## src/irq_regs_params.svh

```systemverilog
// offsets, field layouts, reset values and masks of the enable/priority block
`ifndef IRQ_REGS_PARAMS_SVH
`define IRQ_REGS_PARAMS_SVH

// ----------------------------------------------------------------------
// register word addresses (avalon word addressing)
// ----------------------------------------------------------------------
`define IRQ_ADDR_W 4
`define IRQ_OFS_EN2 4'h0
`define IRQ_OFS_EN3 4'h1
`define IRQ_OFS_EN4 4'h2
`define IRQ_OFS_PRIO0 4'h3
`define IRQ_OFS_PRIO1 4'h4
`define IRQ_OFS_PRIO2 4'h5
`define IRQ_OFS_FLAG2 4'h6
`define IRQ_OFS_FLAG3 4'h7
`define IRQ_OFS_FLAG4 4'h8
`define IRQ_OFS_FLAGP 4'h9

// ----------------------------------------------------------------------
// implemented bit masks
// ----------------------------------------------------------------------
`define IRQ_EN2_MASK 16'h0007
`define IRQ_EN3_MASK 16'h39ff
`define IRQ_EN4_MASK 16'h00f6
`define IRQ_PRIO_MASK 16'h7777
`define IRQ_FLAGP_MASK 16'h0fff

// ----------------------------------------------------------------------
// reset values
// ----------------------------------------------------------------------
`define IRQ_EN_RESET 16'h0000
`define IRQ_PRIO_RESET 16'h4444

// ----------------------------------------------------------------------
// priority field layout
// ----------------------------------------------------------------------
`define IRQ_PRIO_W 3
`define IRQ_PRIO_STRIDE 4
`define IRQ_PRIO_FIELDS 12
`define IRQ_PRIO_OFF 3'h0

`endif

```

## src/irq_regs_pkg.sv

```systemverilog
// types of the enable/priority block
`include "irq_regs_params.svh"

package irq_regs_pkg;

   typedef struct packed {
      logic [15:0] en2;
      logic [15:0] en3;
      logic [15:0] en4;
      logic [15:0] prio0;
      logic [15:0] prio1;
      logic [15:0] prio2;
      logic [15:0] flag2;
      logic [15:0] flag3;
      logic [15:0] flag4;
      logic [15:0] flagp;
      logic [15:0] rd_clr;
      logic [3:0] rd_sel;
      logic waitrequest;
      logic [31:0] readdata;
      logic irq;
      logic [15:0] req2;
      logic [15:0] req3;
      logic [15:0] req4;
      logic [11:0] req_prio;
      logic [35:0] req_level;
   } regs_state_t;

endpackage

```

## src/irq_gate_if.sv

```systemverilog
// carrier between the register file and the priority request gate
`timescale 1ns/1ps
`default_nettype none

interface irq_gate_if;
   logic [47:0] prio_all;
   logic [11:0] src_en;
   logic [11:0] flag;
   logic [11:0] req;
   logic [35:0] level;

   modport regs (output prio_all, output src_en, output flag, input req, input level);
   modport gate (input prio_all, input src_en, input flag, output req, output level);
endinterface

`default_nettype wire

```

## src/irq_prio_gate.sv

```systemverilog
// per-source request gating by flag, enable and priority field
`timescale 1ns/1ps
`default_nettype none
`include "irq_regs_params.svh"

module irq_prio_gate #(
   parameter int FIELDS = `IRQ_PRIO_FIELDS
) (
   irq_gate_if.gate g
);

   genvar i;
   generate
      for (i = 0; i < FIELDS; i++) begin : g_src
         logic [2:0] lvl;
         // field i sits at bits i*4+2..i*4 of the three priority words
         assign lvl = g.prio_all[i*`IRQ_PRIO_STRIDE +: `IRQ_PRIO_W];
         // code 000 silences the source whatever its enable holds
         assign g.req[i] = g.flag[i] & g.src_en[i] & (lvl != `IRQ_PRIO_OFF);
         // level equals the code: 001 lowest, 111 highest
         assign g.level[i*3 +: 3] = lvl;
      end
   endgenerate

endmodule

`default_nettype wire

```

## src/irq_enable_priority_regs.sv

```systemverilog
// interrupt enable and priority registers with avalon-mm slave and flags
//
// Our own choices: the register addresses and the Avalon-MM register port.
`timescale 1ns/1ps
`default_nettype none
`include "irq_regs_params.svh"

module irq_enable_priority_regs #(
   parameter int ADDR_W = `IRQ_ADDR_W
) (
   // clock and reset
   input wire logic clock,
   input wire logic rst,
   // avalon-mm slave
   input wire logic [ADDR_W-1:0] address,
   input wire logic read,
   input wire logic write,
   input wire logic [31:0] writedata,
   input wire logic [3:0] byteenable,
   output logic [31:0] readdata,
   output logic waitrequest,
   // source events, one-cycle pulses, bit layout as the enable words
   input wire logic [15:0] evt2,
   input wire logic [15:0] evt3,
   input wire logic [15:0] evt4,
   // priority-field source events and their enables held elsewhere
   input wire logic [11:0] evt_prio,
   input wire logic [11:0] prio_src_en,
   // register values towards arbitration
   output logic [15:0] enable_reg2,
   output logic [15:0] irq_enable_reg3,
   output logic [15:0] irq_enable_reg4,
   output logic [15:0] irq_priority_reg0,
   output logic [15:0] irq_priority_reg1,
   output logic [15:0] irq_priority_reg2,
   // gated requests towards arbitration
   output logic [15:0] req2,
   output logic [15:0] req3,
   output logic [15:0] req4,
   output logic [11:0] req_prio,
   output logic [35:0] req_level,
   // summary interrupt
   output logic irq
);

   // ----------------------------------------------------------------------
   // state
   // ----------------------------------------------------------------------
   irq_regs_pkg::regs_state_t st_r;
   irq_regs_pkg::regs_state_t st_nxt;

   irq_gate_if gif ();

   irq_prio_gate #(
      .FIELDS(`IRQ_PRIO_FIELDS)
   ) u_gate (
      .g(gif.gate)
   );

   assign gif.prio_all = {st_r.prio2, st_r.prio1, st_r.prio0};
   assign gif.src_en = prio_src_en;
   assign gif.flag = st_r.flagp[11:0];

   // ----------------------------------------------------------------------
   // byte-lane write helper
   // ----------------------------------------------------------------------
   function automatic logic [15:0] lane_write(
      input logic [15:0] old,
      input logic [31:0] wd,
      input logic [3:0] be,
      input logic [15:0] impl
   );
      logic [15:0] lanes;
      lanes = {{8{be[1]}}, {8{be[0]}}};
      lane_write = ((old & ~lanes) | (wd[15:0] & lanes)) & impl;
   endfunction

   // ----------------------------------------------------------------------
   // read mux
   // ----------------------------------------------------------------------
   function automatic logic [15:0] read_word(
      input irq_regs_pkg::regs_state_t s,
      input logic [ADDR_W-1:0] a
   );
      case (a)
         `IRQ_OFS_EN2: read_word = s.en2;
         `IRQ_OFS_EN3: read_word = s.en3;
         `IRQ_OFS_EN4: read_word = s.en4;
         `IRQ_OFS_PRIO0: read_word = s.prio0;
         `IRQ_OFS_PRIO1: read_word = s.prio1;
         `IRQ_OFS_PRIO2: read_word = s.prio2;
         `IRQ_OFS_FLAG2: read_word = s.flag2;
         `IRQ_OFS_FLAG3: read_word = s.flag3;
         `IRQ_OFS_FLAG4: read_word = s.flag4;
         `IRQ_OFS_FLAGP: read_word = s.flagp;
         default: read_word = 16'h0000;
      endcase
   endfunction

   // ----------------------------------------------------------------------
   // next state
   // ----------------------------------------------------------------------
   always_comb begin
      logic req_on;
      logic accept;
      logic [15:0] clr2;
      logic [15:0] clr3;
      logic [15:0] clr4;
      logic [15:0] clrp;
      req_on = 1'b0;
      accept = 1'b0;
      clr2 = 16'h0000;
      clr3 = 16'h0000;
      clr4 = 16'h0000;
      clrp = 16'h0000;
      st_nxt = st_r;

      req_on = read | write;
      // the answer edge: waitrequest already low and the request still held
      accept = req_on & ~st_r.waitrequest;

      if (req_on & st_r.waitrequest) begin
         // one wait cycle, then data and waitrequest low together
         st_nxt.waitrequest = 1'b0;
         st_nxt.rd_sel = address;
         if (read) begin
            st_nxt.readdata = {16'h0000, read_word(st_r, address)};
            st_nxt.rd_clr = read_word(st_r, address);
         end else begin
            st_nxt.readdata = 32'h0000_0000;
            st_nxt.rd_clr = 16'h0000;
         end
      end else if (accept) begin
         st_nxt.waitrequest = 1'b1;
      end

      if (accept & write) begin
         case (address)
            `IRQ_OFS_EN2: st_nxt.en2 = lane_write(st_r.en2, writedata, byteenable,
                                                  `IRQ_EN2_MASK);
            `IRQ_OFS_EN3: st_nxt.en3 = lane_write(st_r.en3, writedata, byteenable,
                                                  `IRQ_EN3_MASK);
            `IRQ_OFS_EN4: st_nxt.en4 = lane_write(st_r.en4, writedata, byteenable,
                                                  `IRQ_EN4_MASK);
            `IRQ_OFS_PRIO0: st_nxt.prio0 = lane_write(st_r.prio0, writedata, byteenable,
                                                      `IRQ_PRIO_MASK);
            `IRQ_OFS_PRIO1: st_nxt.prio1 = lane_write(st_r.prio1, writedata, byteenable,
                                                      `IRQ_PRIO_MASK);
            `IRQ_OFS_PRIO2: st_nxt.prio2 = lane_write(st_r.prio2, writedata, byteenable,
                                                      `IRQ_PRIO_MASK);
            default: st_nxt.en2 = st_r.en2;
         endcase
      end

      // read of a flag word clears only the bits that were returned
      if (accept & read) begin
         case (st_r.rd_sel)
            `IRQ_OFS_FLAG2: clr2 = st_r.rd_clr;
            `IRQ_OFS_FLAG3: clr3 = st_r.rd_clr;
            `IRQ_OFS_FLAG4: clr4 = st_r.rd_clr;
            `IRQ_OFS_FLAGP: clrp = st_r.rd_clr;
            default: clr2 = 16'h0000;
         endcase
      end

      // sticky flags, a new event wins over a same-cycle clear
      st_nxt.flag2 = ((st_r.flag2 & ~clr2) | evt2) & `IRQ_EN2_MASK;
      st_nxt.flag3 = ((st_r.flag3 & ~clr3) | evt3) & `IRQ_EN3_MASK;
      st_nxt.flag4 = ((st_r.flag4 & ~clr4) | evt4) & `IRQ_EN4_MASK;
      st_nxt.flagp = ((st_r.flagp & ~clrp) | {4'h0, evt_prio}) & `IRQ_FLAGP_MASK;

      // req2..req4 gating uses the stored enables, so a change acts next cycle; prio_src_en goes to the gate unstored
      st_nxt.req2 = st_r.flag2 & st_r.en2;
      st_nxt.req3 = st_r.flag3 & st_r.en3;
      st_nxt.req4 = st_r.flag4 & st_r.en4;
      st_nxt.req_prio = gif.req;
      st_nxt.req_level = gif.level;
      st_nxt.irq = (|(st_r.flag2 & st_r.en2)) | (|(st_r.flag3 & st_r.en3)) |
                   (|(st_r.flag4 & st_r.en4)) | (|gif.req);
   end

   // ----------------------------------------------------------------------
   // registers
   // ----------------------------------------------------------------------
   always_ff @(posedge clock or posedge rst) begin
      if (rst) begin
         st_r <= '0;
         st_r.en2 <= `IRQ_EN_RESET;
         st_r.en3 <= `IRQ_EN_RESET;
         st_r.en4 <= `IRQ_EN_RESET;
         st_r.prio0 <= `IRQ_PRIO_RESET;
         st_r.prio1 <= `IRQ_PRIO_RESET;
         st_r.prio2 <= `IRQ_PRIO_RESET;
         st_r.waitrequest <= 1'b1;
      end else begin
         st_r <= st_nxt;
      end
   end

   // ----------------------------------------------------------------------
   // outputs
   // ----------------------------------------------------------------------
   assign readdata = st_r.readdata;
   assign waitrequest = st_r.waitrequest;
   assign enable_reg2 = st_r.en2;
   assign irq_enable_reg3 = st_r.en3;
   assign irq_enable_reg4 = st_r.en4;
   assign irq_priority_reg0 = st_r.prio0;
   assign irq_priority_reg1 = st_r.prio1;
   assign irq_priority_reg2 = st_r.prio2;
   assign req2 = st_r.req2;
   assign req3 = st_r.req3;
   assign req4 = st_r.req4;
   assign req_prio = st_r.req_prio;
   assign req_level = st_r.req_level;
   assign irq = st_r.irq;

endmodule

`default_nettype wire

```

## config.mk

```make
export PLATFORM = sky130hd
export DESIGN_NAME = irq_enable_priority_regs
export DESIGN_NICKNAME = d
export VERILOG_FILES = /design/src/irq_regs_pkg.sv /design/src/irq_gate_if.sv /design/src/irq_prio_gate.sv /design/src/irq_enable_priority_regs.sv
export VERILOG_INCLUDE_DIRS = /design/src /design/src/src
export SDC_FILE = /design/constraint.sdc
export NUM_CORES = 1
export LEC_CHECK = 0
export BUFFER_PORTS_ARGS = -buffer_cell sky130_fd_sc_hd__buf_2
export CORE_ASPECT_RATIO = 0.9
export CORE_MARGIN = 3
export CORE_UTILIZATION = 53
export DETAILED_ROUTE_END_ITERATION = 12
export PLACE_DENSITY = 0.95
export SETUP_SLACK_MARGIN = 0.1
export SYNTH_ARGS = -nofsm -noshare
export SYNTH_HDL_FRONTEND = slang
export SYNTH_SLANG_ARGS = --single-unit
```

## constraint.sdc

```tcl
create_clock -name clock -period 12.55 [get_ports clock]
set_input_delay 2.51 -clock clock [delete_from_list [all_inputs] [get_ports clock]]
set_output_delay 2.51 -clock clock [all_outputs]
set_load 0.02 [all_outputs]
```

# ---- Word-level counts from Yosys, hierarchy flattened
# Index checks and enable logic that the tools add are counted.
dict set report classes {
  add_sub_neg 0
  mul 0
  div_mod_pow 0
  magnitude_cmp 0
  n_eq_ne 13
  shifts 0
  n_mux 13
  bitwise 62
  reduce_logical 24
}
# operator n
set op_table {}
lappend op_table {{$pmux 15 s10} 1}
lappend op_table {{$and 15x15->15} 4}
lappend op_table {{$reduce_or 16->1} 3}
lappend op_table {{$or 15x15->15} 3}
lappend op_table {{$and 14x14->14} 3}
lappend op_table {{$mux 14} 3}
lappend op_table {{$reduce_bool 3->1} 12}
lappend op_table {{$and 1x1->1} 28}
lappend op_table {{$or 14x14->14} 2}
lappend op_table {{$and 8x8->8} 3}
lappend op_table {{$eq 4x3->1 const B} 6}
lappend op_table {{$mux 12} 2}
lappend op_table {{$eq 4x4->1 const B} 4}
lappend op_table {{$mux 8} 2}
lappend op_table {{$or 8x8->8} 2}
lappend op_table {{$mux 15} 1}
lappend op_table {{$not 15->15} 1}
lappend op_table {{$not 14->14} 1}
lappend op_table {{$and 12x12->12} 1}
lappend op_table {{$not 12->12} 1}
lappend op_table {{$or 12x12->12} 1}
lappend op_table {{$reduce_and 2->1} 6}
lappend op_table {{$reduce_or 12->1} 1}
lappend op_table {{$and 3x3->3} 3}
lappend op_table {{11 further kinds} 18}
dict set report totals {
  register_bits 215
  latch_bits 0
  mem_bits_rw 0
  mem_bits_ro 0
  out_inout_bits 226
  wordCells 132
  n_memories 0
}

# ---- Depth between registers and ports, before layout
dict set report depth {
  depth_word 7
  mapped_depth 7
}

# ---- Hierarchy
# Synthesis repeated with hierarchy kept, for this count alone.
dict set report hier_totals {
  hier_cells 808
  hier_area_um2 9117.5
}
# module n_inst cells_each area_per_inst_um2 seq_area_each_um2
set modules_own_cells {}
lappend modules_own_cells {irq_enable_priority_regs 1 760 8727.1 4520.6}
lappend modules_own_cells {irq_prio_gate 1 48 390.4 0.0}

# ---- Least setup slack after synthesis
# No wires, ideal clock.
dict set report synth_timing {
  path_type {input -> register}
  startpoint {input address[2]}
  endpoint {register with a tool-made name}
  t_arrival_ns 3.630
  required_ns 12.425
  slack_ns 8.795
  cell_stages 4
  n_path_buf 1
  cell_sequence {nor2_1 -> and4_1 -> clkbuf_1 -> mux2_2}
}
# item line_no
set synth_rtl {}
lappend synth_rtl {{start, declared} irq_enable_priority_regs.sv:15} ;# input wire logic [ADDR_W-1:0] address,

==> metrics <==
status=completed; fin crit period=4.45 ns; Crit Path Max Fanout=32; initial antenna violation count=4; Slew @ Worst Pin=1.01 ns; max_slew headroom=32.4%; gr ovfl total=0; sequential-to-total area share from yosys stat=between 50% and 60%; Fmax=225 MHz; critical path endpoint category=flop; CP required=12.86 ns; type of origin of the critical path=input pin; Final Hold Vio Count=0; WS Path Type=input pin to flop; Post-DP HPWL=~17 mm; Arrival @ worst endpoint=4.76 ns; post-CTS setup buffers=0; RSZ-0062 raised after global routing=no; Synth async-reset ratio=100%; core area=around 0.016 mm2; # setup viols final=0; die height=129 um; diode count=0; Worst-path clk slew=0.07 ns; largest net degree at the start of global routing=106; Finished Cell Area=around 0.0094 mm2; dpl ws=7.82 ns; library cells used by synthesis=52; CTS max path bufs=2; PwrDens=206 mW/mm2; TNS Setup=0 ns; crit path from=address[2]; P_leak=4.76 nW; Root Buffer=clkbuf_16; final worst slack=8.10 ns; DR vias/cell=5.48; sequential group share of total power=43.0%; total number of vias=5,791; CTS sink count=180; Clk Latency, worst-skew pair=0.43 ns; YS warnings=0; Top FF cell, synth=dfrtp_1; full die area=0.0183 mm2; Cells after Synth=approximately 770; Sw Share=between 30% and 40%; area grow syn2layout=5.78%; hold_buf cts=0; Total GRT Usage=24.6%; multi-input logic area=0.00287 mm2; CTS Buf Count=17; antenna-violating nets left=0; routability-driven placement congestion ratio=0.918; Post-synth EDFFs=0; Post-route DRC=0; Avg Cell Area, Syn=11.5 um2; final cycle utilization of the critical path=35.5%; FP Rows=44; hold slack=approximately 0.44 ns; Finished Layout Cells=1,056; placed cells=1,024; DR iter-0 viols=~520; FF+latch area=around 0.0045 mm2; global-route wire length before repair=~34 mm; Placement Cell Area=~0.0087 mm2; drt pass-1 iters=5; Clk pwr share=29.2%; Fill cells=1,314; final net count=roughly 950; #FFs+latches synth=180; IO Port Bufs=212; Gate power share=27.8%; Switching Power=0.696 mW; H-tree lvl count=4; vias in the first global route=5,618; P_int=between 1 and 1.5 mW; maxcap violations=0; TritonCTS clock tree=done; Routed WL per cell=21.4 um; share of cells above drive strength 1=39.3%; io pins=about 340; Worst VDD drop=0.116 mV; chip width=around 140 um; Initial Utilization=54.5%; fin. max-slew vios=0; Setup Skew=0.00978 ns; Total Wirelength=~23 mm; post-cts resize count=0; hold crit path type=flop to flop; Cell Area, Synth=approximately 0.009 mm2
[layer usage]
layer	global-route usage, %	share of wire [%]	vias up
met3	8.88	11	36
met1	32.2	40	2921
met5	0	0.12	-
li1	-	-	2510
met2	38.6	47	318
met4	7.51	2.1	6
[final timing paths]
kind                            endpoint  slack [ns]  cells after the start
setup reg to reg                     irq       10.36                      4
min in group asynchronous  req_level[20]        2.24                      2
setup / recovery                    flop        8.10                      4
hold reg to reg             req_level[8]        0.44                      0
hold / removal              req_level[8]        0.44                      0
max in group asynchronous        req3[8]        8.78                      3
[layout by cell type, fill, tap and decap left out, types with 5 or more instances in the layout]
master       n
buf_2      212
nand2_1     45
a21oi_1      6
dfstp_2     13
a21o_1      34
nand4_1      6
a22oi_1      8
dfrtp_1    167
o21ai_0     13
mux2_2      70
nor2_1      12
clkbuf_16   17
a22o_1       7
and3b_1      8
nand3_1     14
nor2b_1      6
and3_1       5
conb_1      83
o311a_1     12
mux2i_1     10
nor4_1       5
and2_1      24
[cell usage after synthesis, types with 8 or more instances]
cell type,instances,share of area [%]
buf_4,224,19
mux2_2,70,8.9
nor2_1,12,0.51
a21o_1,34,2.9
mux2i_1,10,1.1
o311a_1,12,1.4
nand2_1,45,1.9
and3b_1,8,0.79
o21ai_0,14,0.79
and2_1,24,1.7
dfrtp_1,167,47
nand3_1,14,0.79
clkbuf_1,16,0.68
dfstp_2,13,3.9
a22oi_1,8,0.68
[area by class of cell]
type,instances,area share (%)
sequential,180,48.3
multi-input combinational,420,30.6
timing repair buffer,214,11.5
clock buffer,20,4.87
tap,207,2.76
clock inverter,12,1.80
inverter,3,0.174
[kinds of logic (layout without fill, tap and decap cells)]
family,count (synthesis),count (layout),share of synthesized area (%)
buffers and inverters,251,249,20.2
AO/OA/AOI/OAI,108,108,9.30
AND/OR/NAND/NOR,148,148,9.31
multiplexers,80,80,10.0
other,1,83,0.0423
flip-flops,180,180,51.0
XOR/XNOR,1,1,0.0989
[per-stage QoR]
stage	total power [mW]	utilization [%]
after floorplan	1.32	-
after global placement	1.36	53.8
after detailed placement	1.37	53.8
after CTS	1.94	57.7
after global routing	2.01	57.7
final	1.93	57.7
[power groups by stage]
stage	sequential [mW]	combinational, mW	clock [mW]
after CTS	0.828	0.539	0.570
after global routing	0.846	0.572	0.596
final	0.829	0.537	0.563
after floorplan	0.792	0.530	0
after detailed placement	0.838	0.536	0
after global placement	0.833	0.526	0
[critical path, cell delays in order]
cell and delay [ns]:
buf_2 0.52, nor2b_1 0.71, nand3_1 0.56, mux2_2 0.44
(Power assumes the default switching activity.)
